**src/rtl/rgc_pkg.sv**
```systemverilog
// Shared constants for the regulator and pin control register slice
package rgc_pkg;
  // Register offsets
  localparam logic [7:0] ADDR_SUPPLY = 8'h0c;
  localparam logic [7:0] ADDR_CORE = 8'h0d;
  localparam logic [7:0] ADDR_REGS = 8'h0e;
  localparam logic [7:0] ADDR_MASK = 8'h0f;
  localparam logic [7:0] ADDR_GPIO = 8'h10;
  localparam logic [7:0] ADDR_PEND = 8'h11;
  // Values after reset
  localparam logic [7:0] SUPPLY_RST = 8'h10;
  localparam logic [7:0] CORE_RST = 8'h00;
  localparam logic [7:0] REGS_RST = 8'h88;
  localparam logic [7:0] MASK_RST = 8'h00;
  localparam logic [3:0] NIB_RST = 4'h0;
  localparam logic LDO_ON_RST = 1'b1;
  // Bits held in the partly implemented registers
  localparam logic [7:0] SUPPLY_WMASK = 8'h18;
  localparam logic [7:0] CORE_WMASK = 8'h83;
  // Field positions
  localparam int BIT_SUPSEL = 4;
  localparam int BIT_LPEN = 3;
  localparam int BIT_COREOFF = 7;
  localparam int BIT_VIB = 1;
  localparam int BIT_CDIS = 0;
  localparam int BIT_R2EN = 7;
  localparam int BIT_R2OFF = 6;
  localparam int POS_R2V = 4;
  localparam int BIT_R1EN = 3;
  localparam int BIT_R1OFF = 2;
  localparam int POS_R1V = 0;
  localparam int POS_HI = 4;
  localparam int NPINS = 4;
  // Output voltages in millivolts
  localparam logic [11:0] MV_ADJ = 12'h000;
  localparam logic [11:0] MV_1800 = 12'd1800;
  localparam logic [11:0] MV_2500 = 12'd2500;
  localparam logic [11:0] MV_2750 = 12'd2750;
  localparam logic [11:0] MV_3000 = 12'd3000;
  localparam logic [11:0] MV_3300 = 12'd3300;

  typedef logic [NPINS-1:0] rgc_pins_t;

  // Voltage code decode for either regulator
  function automatic logic [11:0] rgc_mv(input logic first,
                                         input logic [1:0] code);
    logic [11:0] mv;
    mv = MV_ADJ;
    case (code)
      2'h0: mv = first ? MV_ADJ : MV_1800;
      2'h1: mv = MV_2500;
      2'h2: mv = first ? MV_2750 : MV_3000;
      default: mv = first ? MV_3000 : MV_3300;
    endcase
    return mv;
  endfunction : rgc_mv
endpackage : rgc_pkg

```
**src/rtl/rgc_top.sv**
```systemverilog
// Regulator, vibrator, core discharge and pin control register slice
// Notes on behaviour
// - Vibrator bit set turns vibrator transistor on
// - Core discharge in wait, or low power when off
// - Second regulator enable and sleep-off decode
// - First regulator uses same enable/sleep-off decode
// - Voltage code accepted while disabled or enabling
// - Second regulator codes 1.8/2.5/3.0/3.3 V
// - First regulator codes adj/2.5/2.75/3.0 V
// - Regulator register resets with both enables set
// - Input pins interrupt on chosen edge polarity
// - Mask bit suppresses pin interrupt, resets unmasked
// - Direction bit: 0 input, 1 output, reset input
// - Output value 1 pulls the pin low
// - Input pin value bit reads pin level
// - Writes to value bits of inputs ignored
// - Sleep pin with enable picks low power or wait
// - Core-off bit disables core converter in low power
`timescale 1ns/1ps
`default_nettype none
module rgc_top
  import rgc_pkg::*;
(
  input wire logic CLK,
  input wire logic RST_B,
  input wire logic [7:0] REG_ADDR,
  input wire logic REG_WR,
  input wire logic [7:0] REG_WDATA,
  output logic [7:0] REG_RDATA,
  input wire logic SLEEP_REQ,
  output logic LOW_POWER_MODE,
  output logic WAIT_MODE,
  output logic VIB_DRIVE_ON,
  output logic CORE_CONV_ON,
  output logic CORE_DISCHARGE_ON,
  output logic REG1_ON,
  output logic REG1_REDUCED,
  output logic REG1_ADJ,
  output logic [11:0] REG1_MV,
  output logic REG2_ON,
  output logic REG2_REDUCED,
  output logic REG2_ADJ,
  output logic [11:0] REG2_MV,
  input wire logic [3:0] GPIO_IN,
  output logic [3:0] GPIO_OUT,
  output logic [3:0] GPIO_OE,
  output logic PIN_IRQ
);
  logic [7:0] supply_q;
  logic [7:0] core_q;
  logic [7:0] regs_q;
  logic [7:0] mask_q;
  rgc_pins_t dir_q;
  rgc_pins_t val_q;
  rgc_pins_t pend_q;
  rgc_pins_t pin_lvl;
  rgc_pins_t pin_evt;
  rgc_pins_t pend_set;
  rgc_pins_t gpio_rd;
  logic sleep_s1_q;
  logic sleep_s2_q;
  logic lp_d;
  logic wait_d;
  logic core_off_d;
  logic [7:0] rdata_d;
  logic wr_supply;
  logic wr_core;
  logic wr_regs;
  logic wr_mask;
  logic wr_gpio;
  logic wr_pend;
  logic seen_regs_wr_q;

  // Write strobes per register
  assign wr_supply = REG_WR & (REG_ADDR == ADDR_SUPPLY);
  assign wr_core = REG_WR & (REG_ADDR == ADDR_CORE);
  assign wr_regs = REG_WR & (REG_ADDR == ADDR_REGS);
  assign wr_mask = REG_WR & (REG_ADDR == ADDR_MASK);
  assign wr_gpio = REG_WR & (REG_ADDR == ADDR_GPIO);
  assign wr_pend = REG_WR & (REG_ADDR == ADDR_PEND);

  // Supply-mode select and low-power enable bits
  always_ff @(posedge CLK or negedge RST_B) begin
    if (!RST_B) begin
      supply_q <= SUPPLY_RST;
    end else if (wr_supply) begin
      supply_q <= REG_WDATA & SUPPLY_WMASK;
    end
  end

  // Core converter control bits: core-off, vibrator, discharge
  always_ff @(posedge CLK or negedge RST_B) begin
    if (!RST_B) begin
      core_q <= CORE_RST;
    end else if (wr_core) begin
      core_q <= REG_WDATA & CORE_WMASK;
    end
  end

  // Regulator register; any enable and code mix is taken whole
  always_ff @(posedge CLK or negedge RST_B) begin
    if (!RST_B) begin
      regs_q <= REGS_RST;
    end else if (wr_regs) begin
      regs_q <= REG_WDATA;
    end
  end

  // Edge polarity and mask register
  always_ff @(posedge CLK or negedge RST_B) begin
    if (!RST_B) begin
      mask_q <= MASK_RST;
    end else if (wr_mask) begin
      mask_q <= REG_WDATA;
    end
  end

  // Pin direction; all pins start as inputs
  always_ff @(posedge CLK or negedge RST_B) begin
    if (!RST_B) begin
      dir_q <= NIB_RST;
    end else if (wr_gpio) begin
      dir_q <= REG_WDATA[7:POS_HI];
    end
  end

  // Value bits change only for pins that are outputs now
  always_ff @(posedge CLK or negedge RST_B) begin
    if (!RST_B) begin
      val_q <= NIB_RST;
    end else if (wr_gpio) begin
      val_q <= (REG_WDATA[3:0] & dir_q) | (val_q & ~dir_q);
    end
  end

  // Sleep request pin synchroniser
  always_ff @(posedge CLK or negedge RST_B) begin
    if (!RST_B) begin
      sleep_s1_q <= 1'b0;
      sleep_s2_q <= 1'b0;
    end else begin
      sleep_s1_q <= SLEEP_REQ;
      sleep_s2_q <= sleep_s1_q;
    end
  end

  // Mode decode from the sleep pin and the supply bits
  assign lp_d = sleep_s2_q & supply_q[BIT_LPEN] & supply_q[BIT_SUPSEL];
  assign wait_d = sleep_s2_q & supply_q[BIT_LPEN] & ~supply_q[BIT_SUPSEL];
  assign core_off_d = wait_d | (lp_d & core_q[BIT_COREOFF]);

  // Mode, vibrator and core converter outputs
  always_ff @(posedge CLK or negedge RST_B) begin
    if (!RST_B) begin
      LOW_POWER_MODE <= 1'b0;
      WAIT_MODE <= 1'b0;
      VIB_DRIVE_ON <= 1'b0;
      CORE_CONV_ON <= 1'b1;
      CORE_DISCHARGE_ON <= 1'b0;
    end else begin
      LOW_POWER_MODE <= lp_d;
      WAIT_MODE <= wait_d;
      VIB_DRIVE_ON <= core_q[BIT_VIB];
      CORE_CONV_ON <= ~core_off_d;
      CORE_DISCHARGE_ON <= core_q[BIT_CDIS] & core_off_d;
    end
  end

  // First regulator
  rgc_ldo_ctrl #(.FIRST(1'b1)) u_ldo1 (
    .clk(CLK),
    .rst_b(RST_B),
    .en(regs_q[BIT_R1EN]),
    .sleep_off(regs_q[BIT_R1OFF]),
    .vcode(regs_q[POS_R1V+1:POS_R1V]),
    .low_power(lp_d),
    .on_q(REG1_ON),
    .reduced_q(REG1_REDUCED),
    .adj_q(REG1_ADJ),
    .mv_q(REG1_MV)
  );

  // Second regulator
  rgc_ldo_ctrl #(.FIRST(1'b0)) u_ldo2 (
    .clk(CLK),
    .rst_b(RST_B),
    .en(regs_q[BIT_R2EN]),
    .sleep_off(regs_q[BIT_R2OFF]),
    .vcode(regs_q[POS_R2V+1:POS_R2V]),
    .low_power(lp_d),
    .on_q(REG2_ON),
    .reduced_q(REG2_REDUCED),
    .adj_q(REG2_ADJ),
    .mv_q(REG2_MV)
  );

  // One synchroniser and edge detector per pin
  for (genvar i = 0; i < NPINS; i++) begin : g_pin
    rgc_pin_sense u_sense (
      .clk(CLK),
      .rst_b(RST_B),
      .pin(GPIO_IN[i]),
      .rise_sel(mask_q[POS_HI+i]),
      .level(pin_lvl[i]),
      .edge_evt(pin_evt[i])
    );
  end

  // Unmasked edges on input pins raise a pending flag
  assign pend_set = pin_evt & ~dir_q & ~mask_q[3:0];

  // Sticky flags, cleared by writing ones; a new edge wins
  always_ff @(posedge CLK or negedge RST_B) begin
    if (!RST_B) begin
      pend_q <= NIB_RST;
    end else begin
      pend_q <= (pend_q & ~(wr_pend ? REG_WDATA[3:0] : NIB_RST))
                | pend_set;
    end
  end

  // Open-drain pins: drive low when output and value is 1
  always_ff @(posedge CLK or negedge RST_B) begin
    if (!RST_B) begin
      GPIO_OE <= NIB_RST;
      GPIO_OUT <= NIB_RST;
      PIN_IRQ <= 1'b0;
    end else begin
      GPIO_OE <= dir_q & val_q;
      GPIO_OUT <= NIB_RST;
      PIN_IRQ <= |pend_q;
    end
  end

  // Input pins read their level, outputs their stored value
  assign gpio_rd = (val_q & dir_q) | (pin_lvl & ~dir_q);

  // Read data mux, unmapped offsets read zero
  always_comb begin
    rdata_d = 8'h00;
    case (REG_ADDR)
      ADDR_SUPPLY: rdata_d = supply_q;
      ADDR_CORE: rdata_d = core_q;
      ADDR_REGS: rdata_d = regs_q;
      ADDR_MASK: rdata_d = mask_q;
      ADDR_GPIO: rdata_d = {dir_q, gpio_rd};
      ADDR_PEND: rdata_d = {4'h0, pend_q};
      default: rdata_d = 8'h00;
    endcase
  end

  // Registered read data
  always_ff @(posedge CLK or negedge RST_B) begin
    if (!RST_B) begin
      REG_RDATA <= 8'h00;
    end else begin
      REG_RDATA <= rdata_d;
    end
  end

  // Helper: regulator register not yet written since reset
  always_ff @(posedge CLK or negedge RST_B) begin
    if (!RST_B) begin
      seen_regs_wr_q <= 1'b0;
    end else if (wr_regs) begin
      seen_regs_wr_q <= 1'b1;
    end
  end
endmodule : rgc_top
`default_nettype wire

```
**src/rtl/rgc_pin_sense.sv**
```systemverilog
// Pin input synchroniser and polarity-selected edge detector
`timescale 1ns/1ps
`default_nettype none
module rgc_pin_sense
  import rgc_pkg::*;
(
  input wire logic clk,
  input wire logic rst_b,
  input wire logic pin,
  input wire logic rise_sel,
  output logic level,
  output logic edge_evt
);
  logic s1_q;
  logic s2_q;
  logic s3_q;

  // Two stages into the clock domain, a third for edge history
  always_ff @(posedge clk or negedge rst_b) begin
    if (!rst_b) begin
      // Start at the pulled-up idle level so no false edge follows reset
      s1_q <= 1'b1;
      s2_q <= 1'b1;
      s3_q <= 1'b1;
    end else begin
      s1_q <= pin;
      s2_q <= s1_q;
      s3_q <= s2_q;
    end
  end

  // Rising edge when selected, falling edge otherwise
  assign level = s2_q;
  assign edge_evt = rise_sel ? (s2_q & ~s3_q) : (~s2_q & s3_q);
endmodule : rgc_pin_sense
`default_nettype wire

```
**src/rtl/rgc_ldo_ctrl.sv**
```systemverilog
// Enable, low-power and voltage decode for one linear regulator
`timescale 1ns/1ps
`default_nettype none
module rgc_ldo_ctrl
  import rgc_pkg::*;
#(
  parameter bit FIRST = 1'b0
) (
  input wire logic clk,
  input wire logic rst_b,
  input wire logic en,
  input wire logic sleep_off,
  input wire logic [1:0] vcode,
  input wire logic low_power,
  output logic on_q,
  output logic reduced_q,
  output logic adj_q,
  output logic [11:0] mv_q
);
  localparam logic [11:0] MV_RST = rgc_mv(FIRST, 2'h0);

  // Off when disabled; in low power either reduced or off
  always_ff @(posedge clk or negedge rst_b) begin
    if (!rst_b) begin
      on_q <= LDO_ON_RST;
      reduced_q <= 1'b0;
    end else begin
      on_q <= en & ~(low_power & sleep_off);
      reduced_q <= en & low_power & ~sleep_off;
    end
  end

  // Voltage code decode, the adjustable level flagged apart
  always_ff @(posedge clk or negedge rst_b) begin
    if (!rst_b) begin
      mv_q <= MV_RST;
      adj_q <= FIRST;
    end else begin
      mv_q <= rgc_mv(FIRST, vcode);
      adj_q <= FIRST & (vcode == 2'h0);
    end
  end
endmodule : rgc_ldo_ctrl
`default_nettype wire

```
**config.mk**
```make
export PLATFORM = sky130hd
export DESIGN_NAME = rgc_top
export DESIGN_NICKNAME = d
export VERILOG_FILES = /design/src/rtl/rgc_pkg.sv /design/src/rtl/rgc_top.sv /design/src/rtl/rgc_pin_sense.sv /design/src/rtl/rgc_ldo_ctrl.sv
export SDC_FILE = /design/constraint.sdc
export NUM_CORES = 1
export LEC_CHECK = 0
export ABC_AREA = 0
export BUFFER_PORTS_ARGS = -buffer_cell sky130_fd_sc_hd__buf_2
export CAP_MARGIN = 20
export CORE_UTILIZATION = 45
export DETAILED_ROUTE_END_ITERATION = 8
export GPL_TIMING_DRIVEN = 0
export PLACE_DENSITY = 0.68
export RECOVER_POWER = 100
export SLEW_MARGIN = 15
export SYNTH_ARGS = -nofsm -noshare
export SYNTH_HDL_FRONTEND = slang
export SYNTH_SLANG_ARGS = --single-unit
```
**constraint.sdc**
```tcl
create_clock -name CLK -period 1.6 [get_ports CLK]
set_input_delay 0.32 -clock CLK [delete_from_list [all_inputs] [get_ports CLK]]
set_output_delay 0.32 -clock CLK [all_outputs]
set_load 0.01 [all_outputs]
```
==> impl_metrics.py, run 1 <==
metrics = {
    "power_and_ir_drop": {
        "pwr_cell_area_mw_per_mm2": 1020,
        "leakage_nw": 1.97,
        "ir_worst_vdd_uv": 473,
        "power.combinational.fraction_pct": 7.8,
        "p_sw_share_pct": 22.8,
        "power_frac_clock_pct": 39.8,
        "p_int_mw": 3.31,
        "power_frac_seq_pct": 52.4,
        "totalPowerFinal_mw": 4.28,
        "netSwitchingPower_uw": 977,
    },
    "grt": {
        "grt_max_degree": 45,
        "gr-total-overflow": 0,
        "first_global_vias": 2203,
        "grt_first_pass_wirelength_mm": 11.1,
        "antenna_found_initial": 0,
        "grt_usage_pct": 17.7,
    },
    "yosys": {
        "total_of_flip_flops_plus_latches_after_synthesis": 83,
        "postSynthCellCount": 264,
        "syn-mean-instance-area_um2": 13.3,
        "synthDistinctLibCells": 43,
        "synth.yosys.seq_area_share_pct": 60.0,
        "synth_edf_count": 0,
        "async_flop_share_pct": 100,
        "synth_area_mm2": 0.00351,
        "synth-main-ff-cell": "sky130_fd_sc_hd__dfrtp_1",
        "synth_warnings": 0,
    },
    "timing": {
        "relSlewSlack_pct": 66.7,
        "final.hold.worst_slack_ps": 64.7,
        "tightestPinTransition_ps": 498,
        "rsz0062_at_grt": "false",
        "clock.fmax_ghz": 0.658,
        "fin_crit_ps": 1520,
        "finalSetupViolations": 0,
        "layout_worst_path_cycle_share_pct": 95.0,
        "finalClockSkew_ps": 6.90,
        "drv_slew": 0,
        "report.final.hold_viol_count": 0,
        "final.setup.tns_ps": 0,
    },
    "clock_tree": {
        "cts_resized": 0,
        "cts_tree": "yes",
        "clk-insertion-delay-late_ps": 350,
        "cts_htree_levels": 3,
        "ctsRootBufferMaster": "sky130_fd_sc_hd__clkbuf_8",
        "clk_transition_reported_paths_ps": 80,
        "tritoncts.num_buffers": 9,
        "ctsLongestPathBuffers": 2,
        "cts_num_sinks": 83,
    },
    "floorplan": {
        "floorplan.rows": 31,
        "coreArea_mm2": 0.00741,
        "num_io_pins": 76,
        "initial_utilization_pct": 47.4,
        "die_footprint_mm2": 0.00815,
        "die_w_um": 90.3,
        "floorplan.die.height_um": 90.3,
    },
    "outcome": {
        "status": "finished clean",
    },
    "cells_and_area": {
        "num_antenna_cells": 0,
        "final_layout_size_suffix_gt1_share_pct": 33.9,
        "finalNetCount": 383,
        "fillers": 658,
        "syn_to_final_growth_pct": 19.1,
        "postLayoutCoreUtil_pct": 56.4,
        "finish.instance_area_mm2": 0.00418,
    },
    "setup_path": {
        "required_ps": 1830,
        "cp_slowest_stage_delay_ps": 430,
        "cp_data_arrival_time_ps": 1750,
        "crit_slowest_cell": "sky130_fd_sc_hd__and2b_1",
        "crit-reg2reg-capture": "REG_RDATA[4]",
        "critPathCaptureType": "register",
        "start_kind": "input port",
        "crit_top_cell": "sky130_fd_sc_hd__clkbuf_2",
        "crit_path_max_fanout": 9,
        "rr_startpoint": "regs_q[4]",
        "crit_chain": "clkbuf_2 -> and2b_1 -> and3_1 -> clkbuf_2 -> mux2_2",
        "worstSetupPathType": "input port to register",
        "ff2ff_path_depth": 3,
        "r2r_setup_slack_ps": 360,
    },
    "placed_design": {
        "buffer_ports.inserted": 64,
        "place_area_mm2": 0.00401,
        "dp.final_hpwl_mm": 4.83,
        "gp_congestion": 0.893,
    },
    "min_path": {
        "hold-path-cell-count": 1,
        "worstHoldStart": "GPIO_IN[3]",
        "worst_hold_path_type": "input port to register",
        "worst_hold_path.endpoint": "g_pin[3].u_sense.s1_q",
    },
    "run": {
        "maxCapViolations": 0,
    },
    "routing": {
        "detail_route.wl_per_cell_um": 15.0,
        "route.antenna.remaining_nets": 0,
        "remaining_drc_errors": 0,
        "vias": 2280,
        "avgViaCountPerCell": 5.03,
        "dr.first_iter.drc_count": 135,
        "wl_mm": 6.80,
        "count_of_tritonroute_iterations_in_the_first_routing_pass": 4,
    },
}
[worst max path at each step]
stage                 from        end  slack (ps)  depth (start not counted)
2_1_floorplan  REG_ADDR[0]  regs_q[0]          60                          5
3_3_place_gp         RST_B  regs_q[2]        -390                          1
3_5_place_dp   REG_ADDR[5]  mask_q[7]        -280                          4
4_1_cts        REG_ADDR[5]  mask_q[7]         100                          4
5_1_grt        REG_ADDR[0]  regs_q[4]          40                          5
6_report       REG_ADDR[0]  regs_q[1]          80                          5
[registers in the layout (all words and copies together) (netlist names), 2 cells and up, named ones only]
name and cells:
g_pin.u_sense.level 4, mask_q 8, supply_q 2, core_q 3, pend_q 4, g_pin.u_sense.s3_q 4, REG_RDATA 8, u_ldo1.mv_q 6
GPIO_OE 4, g_pin.u_sense.s1_q 4, dir_q 4, regs_q 8, u_ldo2.mv_q 7
[power by group through the flow]
stage	logic, mW	registers (mW)	clock network (mW)
floorplan	0.177	2.29	0
global placement	0.338	2.28	0
detailed placement	0.351	2.29	0
CTS	0.354	2.25	1.74
global route	0.369	2.26	1.82
finish	0.334	2.24	1.70
[cell usage in the layout, fill, tap and decap left out, types with 2 or more instances in the layout]
cell	instances
sky130_fd_sc_hd__and3b_1	2
sky130_fd_sc_hd__nand2_1	9
sky130_fd_sc_hd__inv_1	12
sky130_fd_sc_hd__nor4bb_1	2
sky130_fd_sc_hd__nand2b_1	7
sky130_fd_sc_hd__and3_1	2
sky130_fd_sc_hd__o31ai_1	3
sky130_fd_sc_hd__a22o_1	5
sky130_fd_sc_hd__ha_1	10
sky130_fd_sc_hd__mux2i_1	4
sky130_fd_sc_hd__or4_1	2
sky130_fd_sc_hd__and2_0	3
sky130_fd_sc_hd__nor3_1	2
sky130_fd_sc_hd__mux2_2	32
sky130_fd_sc_hd__nand3_1	2
sky130_fd_sc_hd__nor2_1	7
sky130_fd_sc_hd__clkbuf_8	11
sky130_fd_sc_hd__clkinv_4	2
sky130_fd_sc_hd__a21boi_0	2
sky130_fd_sc_hd__and4b_1	2
sky130_fd_sc_hd__nor3b_1	2
sky130_fd_sc_hd__clkbuf_1	43
sky130_fd_sc_hd__dfstp_1	5
sky130_fd_sc_hd__nand4_1	10
sky130_fd_sc_hd__nand4b_1	3
sky130_fd_sc_hd__or2_2	5
sky130_fd_sc_hd__clkbuf_2	4
sky130_fd_sc_hd__nor2b_1	4
sky130_fd_sc_hd__dfstp_2	17
sky130_fd_sc_hd__dfrtp_1	61
sky130_fd_sc_hd__a22oi_1	3
sky130_fd_sc_hd__clkbuf_4	3
sky130_fd_sc_hd__bufinv_16	2
sky130_fd_sc_hd__conb_1	9
sky130_fd_sc_hd__buf_2	24
sky130_fd_sc_hd__buf_4	14
sky130_fd_sc_hd__o22ai_1	8
[cells in the mapped netlist (2+ instances only)]
cell type	number	area [um^2]
sky130_fd_sc_hd__a21boi_0	2	15.0
sky130_fd_sc_hd__a22o_1	5	43.8
sky130_fd_sc_hd__a22oi_1	3	22.5
sky130_fd_sc_hd__and2_1	4	25.0
sky130_fd_sc_hd__and3_1	2	12.5
sky130_fd_sc_hd__and3b_1	2	17.5
sky130_fd_sc_hd__and4b_1	2	20.0
sky130_fd_sc_hd__buf_2	5	25.0
sky130_fd_sc_hd__buf_4	18	135
sky130_fd_sc_hd__dfrtp_1	61	1530
sky130_fd_sc_hd__dfstp_2	22	578
sky130_fd_sc_hd__ha_1	10	125
sky130_fd_sc_hd__inv_1	12	45.0
sky130_fd_sc_hd__mux2_2	32	360
sky130_fd_sc_hd__mux2i_1	4	40.0
sky130_fd_sc_hd__nand2_1	9	33.8
sky130_fd_sc_hd__nand2b_1	7	43.8
sky130_fd_sc_hd__nand3_1	2	10.0
sky130_fd_sc_hd__nand4_1	10	62.6
sky130_fd_sc_hd__nand4b_1	3	26.3
sky130_fd_sc_hd__nor2_1	7	26.3
sky130_fd_sc_hd__nor2b_1	4	25.0
sky130_fd_sc_hd__nor3_1	2	10.0
sky130_fd_sc_hd__nor3b_1	2	15.0
sky130_fd_sc_hd__nor4bb_1	2	20.0
sky130_fd_sc_hd__o22ai_1	8	50.1
sky130_fd_sc_hd__o31ai_1	3	22.5
sky130_fd_sc_hd__or2_2	5	31.3
sky130_fd_sc_hd__or4_1	2	15.0
[through the flow]
step / std cells / setup slack, ps
floorplan: 272 / 59.4
global placement: 435 / -391
detailed placement: 436 / -276
CTS: 453 / 101
global route: 453 / 42.5
finish: 453 / 79.3
[cell type report]
cell class                      instances  area [um^2]  area share (%)
Tap cell                               99          124            2.96
Multi-Input combinational cell        153         1220            29.2
Inverter                               12         45.0            1.08
Sequential cell                        83         2100            50.4
Clock buffer                           11          151            3.62
Timing Repair Buffer                   66          292            6.98
Buffer                                 24          159            3.80
Clock inverter                          5         85.1            2.04
[logic make-up after synthesis]
family | Yosys count | share of synthesized area [%]
buffers and inverters | 36 | 5.96
DFF | 83 | 60.0
AOI/OAI and AO/OA | 27 | 5.74
and+or+nand+nor | 71 | 13.2
adders and majority gates | 10 | 3.57
other | 1 | 0.107
muxes | 36 | 11.4
[per-layer routing]
metal	GRT usage, %	up-vias	part of all wire (%)
met2	27.0	94	45
met5	0	-	0
met3	3.20	13	5.9
met1	24.7	1092	47
li1	-	1081	-
met4	8.06	0	1.7
[worst max-delay path: cells and delay by family]
family,cells,cell delay [ps]
AND/OR/NAND/NOR,2,630
buffers and inverters,2,430
multiplexers,1,360
[timing repair]
item                                   4_1_cts  5_1_grt
buffers inserted                             0        0
hold buffers                                 1        0
endpoints found under the hold margin       27        0
Power figures use the tool's default switching activity.
==> run 2, diff against run 1 <==
--- a/config.mk
+++ b/config.mk
@@ -5,10 +5,12 @@
 export SDC_FILE = /design/constraint.sdc
 export NUM_CORES = 1
 export LEC_CHECK = 0
-export ABC_AREA = 0
+export ABC_AREA = 1
 export BUFFER_PORTS_ARGS = -buffer_cell sky130_fd_sc_hd__buf_2
 export CAP_MARGIN = 20
 export CORE_UTILIZATION = 45
+export CTS_BUF_LIST = sky130_fd_sc_hd__clkbuf_16
+export CTS_CLUSTER_SIZE = 16
 export DETAILED_ROUTE_END_ITERATION = 8
 export GPL_TIMING_DRIVEN = 0
 export PLACE_DENSITY = 0.68
==> impl_metrics.py, run 2 <==
metrics = {
    "placed_design": {
        "dp.final_hpwl_mm": 5.15,
        "gp_congestion": 0.839,
        "buffer_ports.inserted": 65,
        "place_area_mm2": 0.00406,
    },
    "cells_and_area": {
        "layout.area.seq_mm2": 0.00210,
        "finalNetCount": 476,
        "most-common-layout-cells": "78 x sky130_fd_sc_hd__nand2_1, 61 x sky130_fd_sc_hd__dfrtp_1, 45 x sky130_fd_sc_hd__inv_1, 45 x sky130_fd_sc_hd__clkbuf_1, 32 x sky130_fd_sc_hd__nand3_1",
        "final_common_cell": "sky130_fd_sc_hd__nand2_1",
        "final_layout_size_suffix_gt1_share_pct": 19.9,
        "multiInputGateArea_mm2": 0.00110,
        "finish.instance_area_mm2": 0.00426,
        "syn_to_final_growth_pct": 20.2,
        "fillers": 736,
        "num_antenna_cells": 0,
        "postLayoutCoreUtil_pct": 55.5,
        "largest_registers": "REG_RDATA: 8 flops, mask_q: 8 flops, regs_q: 8 flops",
    },
    "setup_path": {
        "required_ps": 1280,
        "crit_buf_inv": 2,
        "crit_chain": "buf_4 -> clkbuf_1",
        "cp_data_arrival_time_ps": 1070,
        "critPathCaptureType": "primary output",
        "cp_slowest_stage_delay_ps": 520,
        "worstSetupPathType": "register to primary output",
        "start_kind": "register",
        "crit_slowest_cell": "sky130_fd_sc_hd__dfstp_2",
        "crit_family": "flip-flops",
        "crit_path_max_fanout": 2,
    },
    "yosys": {
        "synth.yosys.seq_area_share_pct": 59.3,
        "synth_area_mm2": 0.00355,
        "synth_edf_count": 0,
        "synth.largest_area_cell": "sky130_fd_sc_hd__dfrtp_1",
        "yosysTopAreaCellShare_pct": 43.0,
        "synthMostInstantiatedCell": "sky130_fd_sc_hd__nand2_1",
        "total_of_flip_flops_plus_latches_after_synthesis": 83,
        "syn-mean-instance-area_um2": 9.97,
        "postSynthCellCount": 356,
        "synth_top_cells_by_area": "sky130_fd_sc_hd__dfrtp_1 43%, sky130_fd_sc_hd__dfstp_2 16%, sky130_fd_sc_hd__nand2_1 8.3%, sky130_fd_sc_hd__inv_1 4.5%, sky130_fd_sc_hd__nand3_1 4.4%",
        "synth_commonest_cells": "78 x sky130_fd_sc_hd__nand2_1, 61 x sky130_fd_sc_hd__dfrtp_1, 43 x sky130_fd_sc_hd__inv_1, 31 x sky130_fd_sc_hd__nand3_1, 22 x sky130_fd_sc_hd__dfstp_2",
        "async_flop_share_pct": 100,
        "synthDistinctLibCells": 23,
        "synth-main-ff-cell": "sky130_fd_sc_hd__dfrtp_1",
        "synth_warnings": 0,
    },
    "floorplan": {
        "die_w_um": 90.8,
        "floorplan.die.height_um": 90.8,
        "num_io_pins": 76,
        "coreArea_mm2": 0.00769,
        "floorplan.rows": 32,
        "die_footprint_mm2": 0.00824,
        "initial_utilization_pct": 46.2,
    },
    "run": {
        "maxCapViolations": 0,
    },
    "grt": {
        "grt_max_degree": 46,
        "first_global_vias": 2413,
        "grt_usage_pct": 18.2,
        "antenna_found_initial": 0,
        "grt_first_pass_wirelength_mm": 11.6,
        "gr-total-overflow": 0,
    },
    "clock_tree": {
        "cts_setup_buffers": 0,
        "clk-insertion-delay-late_ps": 330,
        "ctsLongestPathBuffers": 2,
        "cts_tree": "yes",
        "cts_num_sinks": 83,
        "ctsRootBufferMaster": "sky130_fd_sc_hd__clkbuf_16",
        "tritoncts.num_buffers": 9,
        "clk_transition_reported_paths_ps": 60,
        "cts_htree_levels": 3,
    },
    "timing": {
        "tightestPinTransition_ps": 586,
        "finalSetupViolations": 0,
        "rsz0062_at_grt": "false",
        "layout_worst_path_cycle_share_pct": 87.1,
        "report.final.hold_viol_count": 0,
        "finalClockSkew_ps": 4.67,
        "clock.fmax_ghz": 0.717,
        "final.setup.tns_ps": 0,
        "drv_slew": 0,
        "fin_crit_ps": 1390,
        "relSlewSlack_pct": 60.8,
    },
    "routing": {
        "detail_route.wl_per_cell_um": 12.9,
        "vias": 2599,
        "wl_mm": 7.09,
        "count_of_tritonroute_iterations_in_the_first_routing_pass": 4,
        "dr.first_iter.drc_count": 113,
        "remaining_drc_errors": 0,
        "route.antenna.remaining_nets": 0,
        "avgViaCountPerCell": 4.73,
    },
    "power_and_ir_drop": {
        "totalPowerFinal_mw": 4.70,
        "ir_worst_vdd_uv": 571,
        "pwr_cell_area_mw_per_mm2": 1100,
        "leakage_nw": 2.09,
    },
    "outcome": {
        "status": "finished clean",
    },
    "min_path": {
        "worst_hold_path_type": "input port to register",
    },
}
run 2: changes by cell type after synthesis, sizes merged, moves of 8 or more:
cell,before,now
nor2,7,20
mux2,32,0
o22ai,8,0
nand2,9,78
inv,12,44
o21ai,1,36
nand3,3,33
run 2: metrics by stage:
step | setup WS (ps) | hold WS [ps] | cells
floorplan | 398 | 24.4 | 364
global placement | -394 | 336 | 531
detailed placement | 83.9 | 321 | 532
CTS | 224 | 75.8 | 549
global route | 124 | 77.8 | 549
finish | 206 | 84.2 | 549
run 2: final timing paths:
| check | start | endpoint | slack (ps) | cells past startpoint |
|---|---|---|---|---|
| hold reg to reg | sleep_s1_q | sleep_s2_q | 350 | 0 |
| max in group asynchronous | RST_B | g_pin[0].u_sense.s1_q | 310 | 3 |
| hold / removal | GPIO_IN[3] | g_pin[3].u_sense.s1_q | 80 | 1 |
| min in group asynchronous | RST_B | u_ldo1.mv_q[9] | 490 | 2 |
| setup reg to reg | supply_q[4] | u_ldo2.reduced_q | 360 | 4 |
| setup / recovery | u_ldo2.mv_q[9] | REG2_MV[9] | 210 | 2 |
run 2: final cells by class:
cell class	count	share of cell area [%]
flip-flops and latches	83	49.4
multi-input cells	215	25.7
plain buffers	22	3.87
inverters	44	3.87
repair buffers	67	6.92
clock inverters	7	1.97
clock buffers	9	5.28
well taps	102	2.99
run 2: cells by family after synthesis:
group / count (synthesis) / synth area share [%]
AOI/OAI and AO/OA: 43 / 7.76
adders and majority gates: 10 / 3.53
buffers and inverters: 66 / 9.34
DFF: 83 / 59.3
other: 1 / 0.106
and+or+nand+nor: 153 / 20.0
run 2: worst reg2reg max path, stage by stage, from the launching register on:
cell                      delay (ps)
sky130_fd_sc_hd__dfstp_1         580
sky130_fd_sc_hd__inv_1            60
sky130_fd_sc_hd__nor2_1          280
sky130_fd_sc_hd__inv_1           100
sky130_fd_sc_hd__nor3_1          140
run 2: power breakdown:
part	leakage [nW]	internal, mW	switching, mW
combinational	0.891	0.120	0.200
clock	0.152	1.35	0.782
sequential	1.04	2.20	0.0543
total	2.09	3.66	1.04
run 2: metal layers:
layer	GRT usage, %	routed length (um)
met5	0	0
met4	7.41	125
met3	3.70	398
met2	28.5	3320
met1	24.9	3240
run 2: what timing repair did:
action	4_1_cts	5_1_grt
hold buffers	1	0
hold endpoints to repair	29	0
resized for setup	0	0
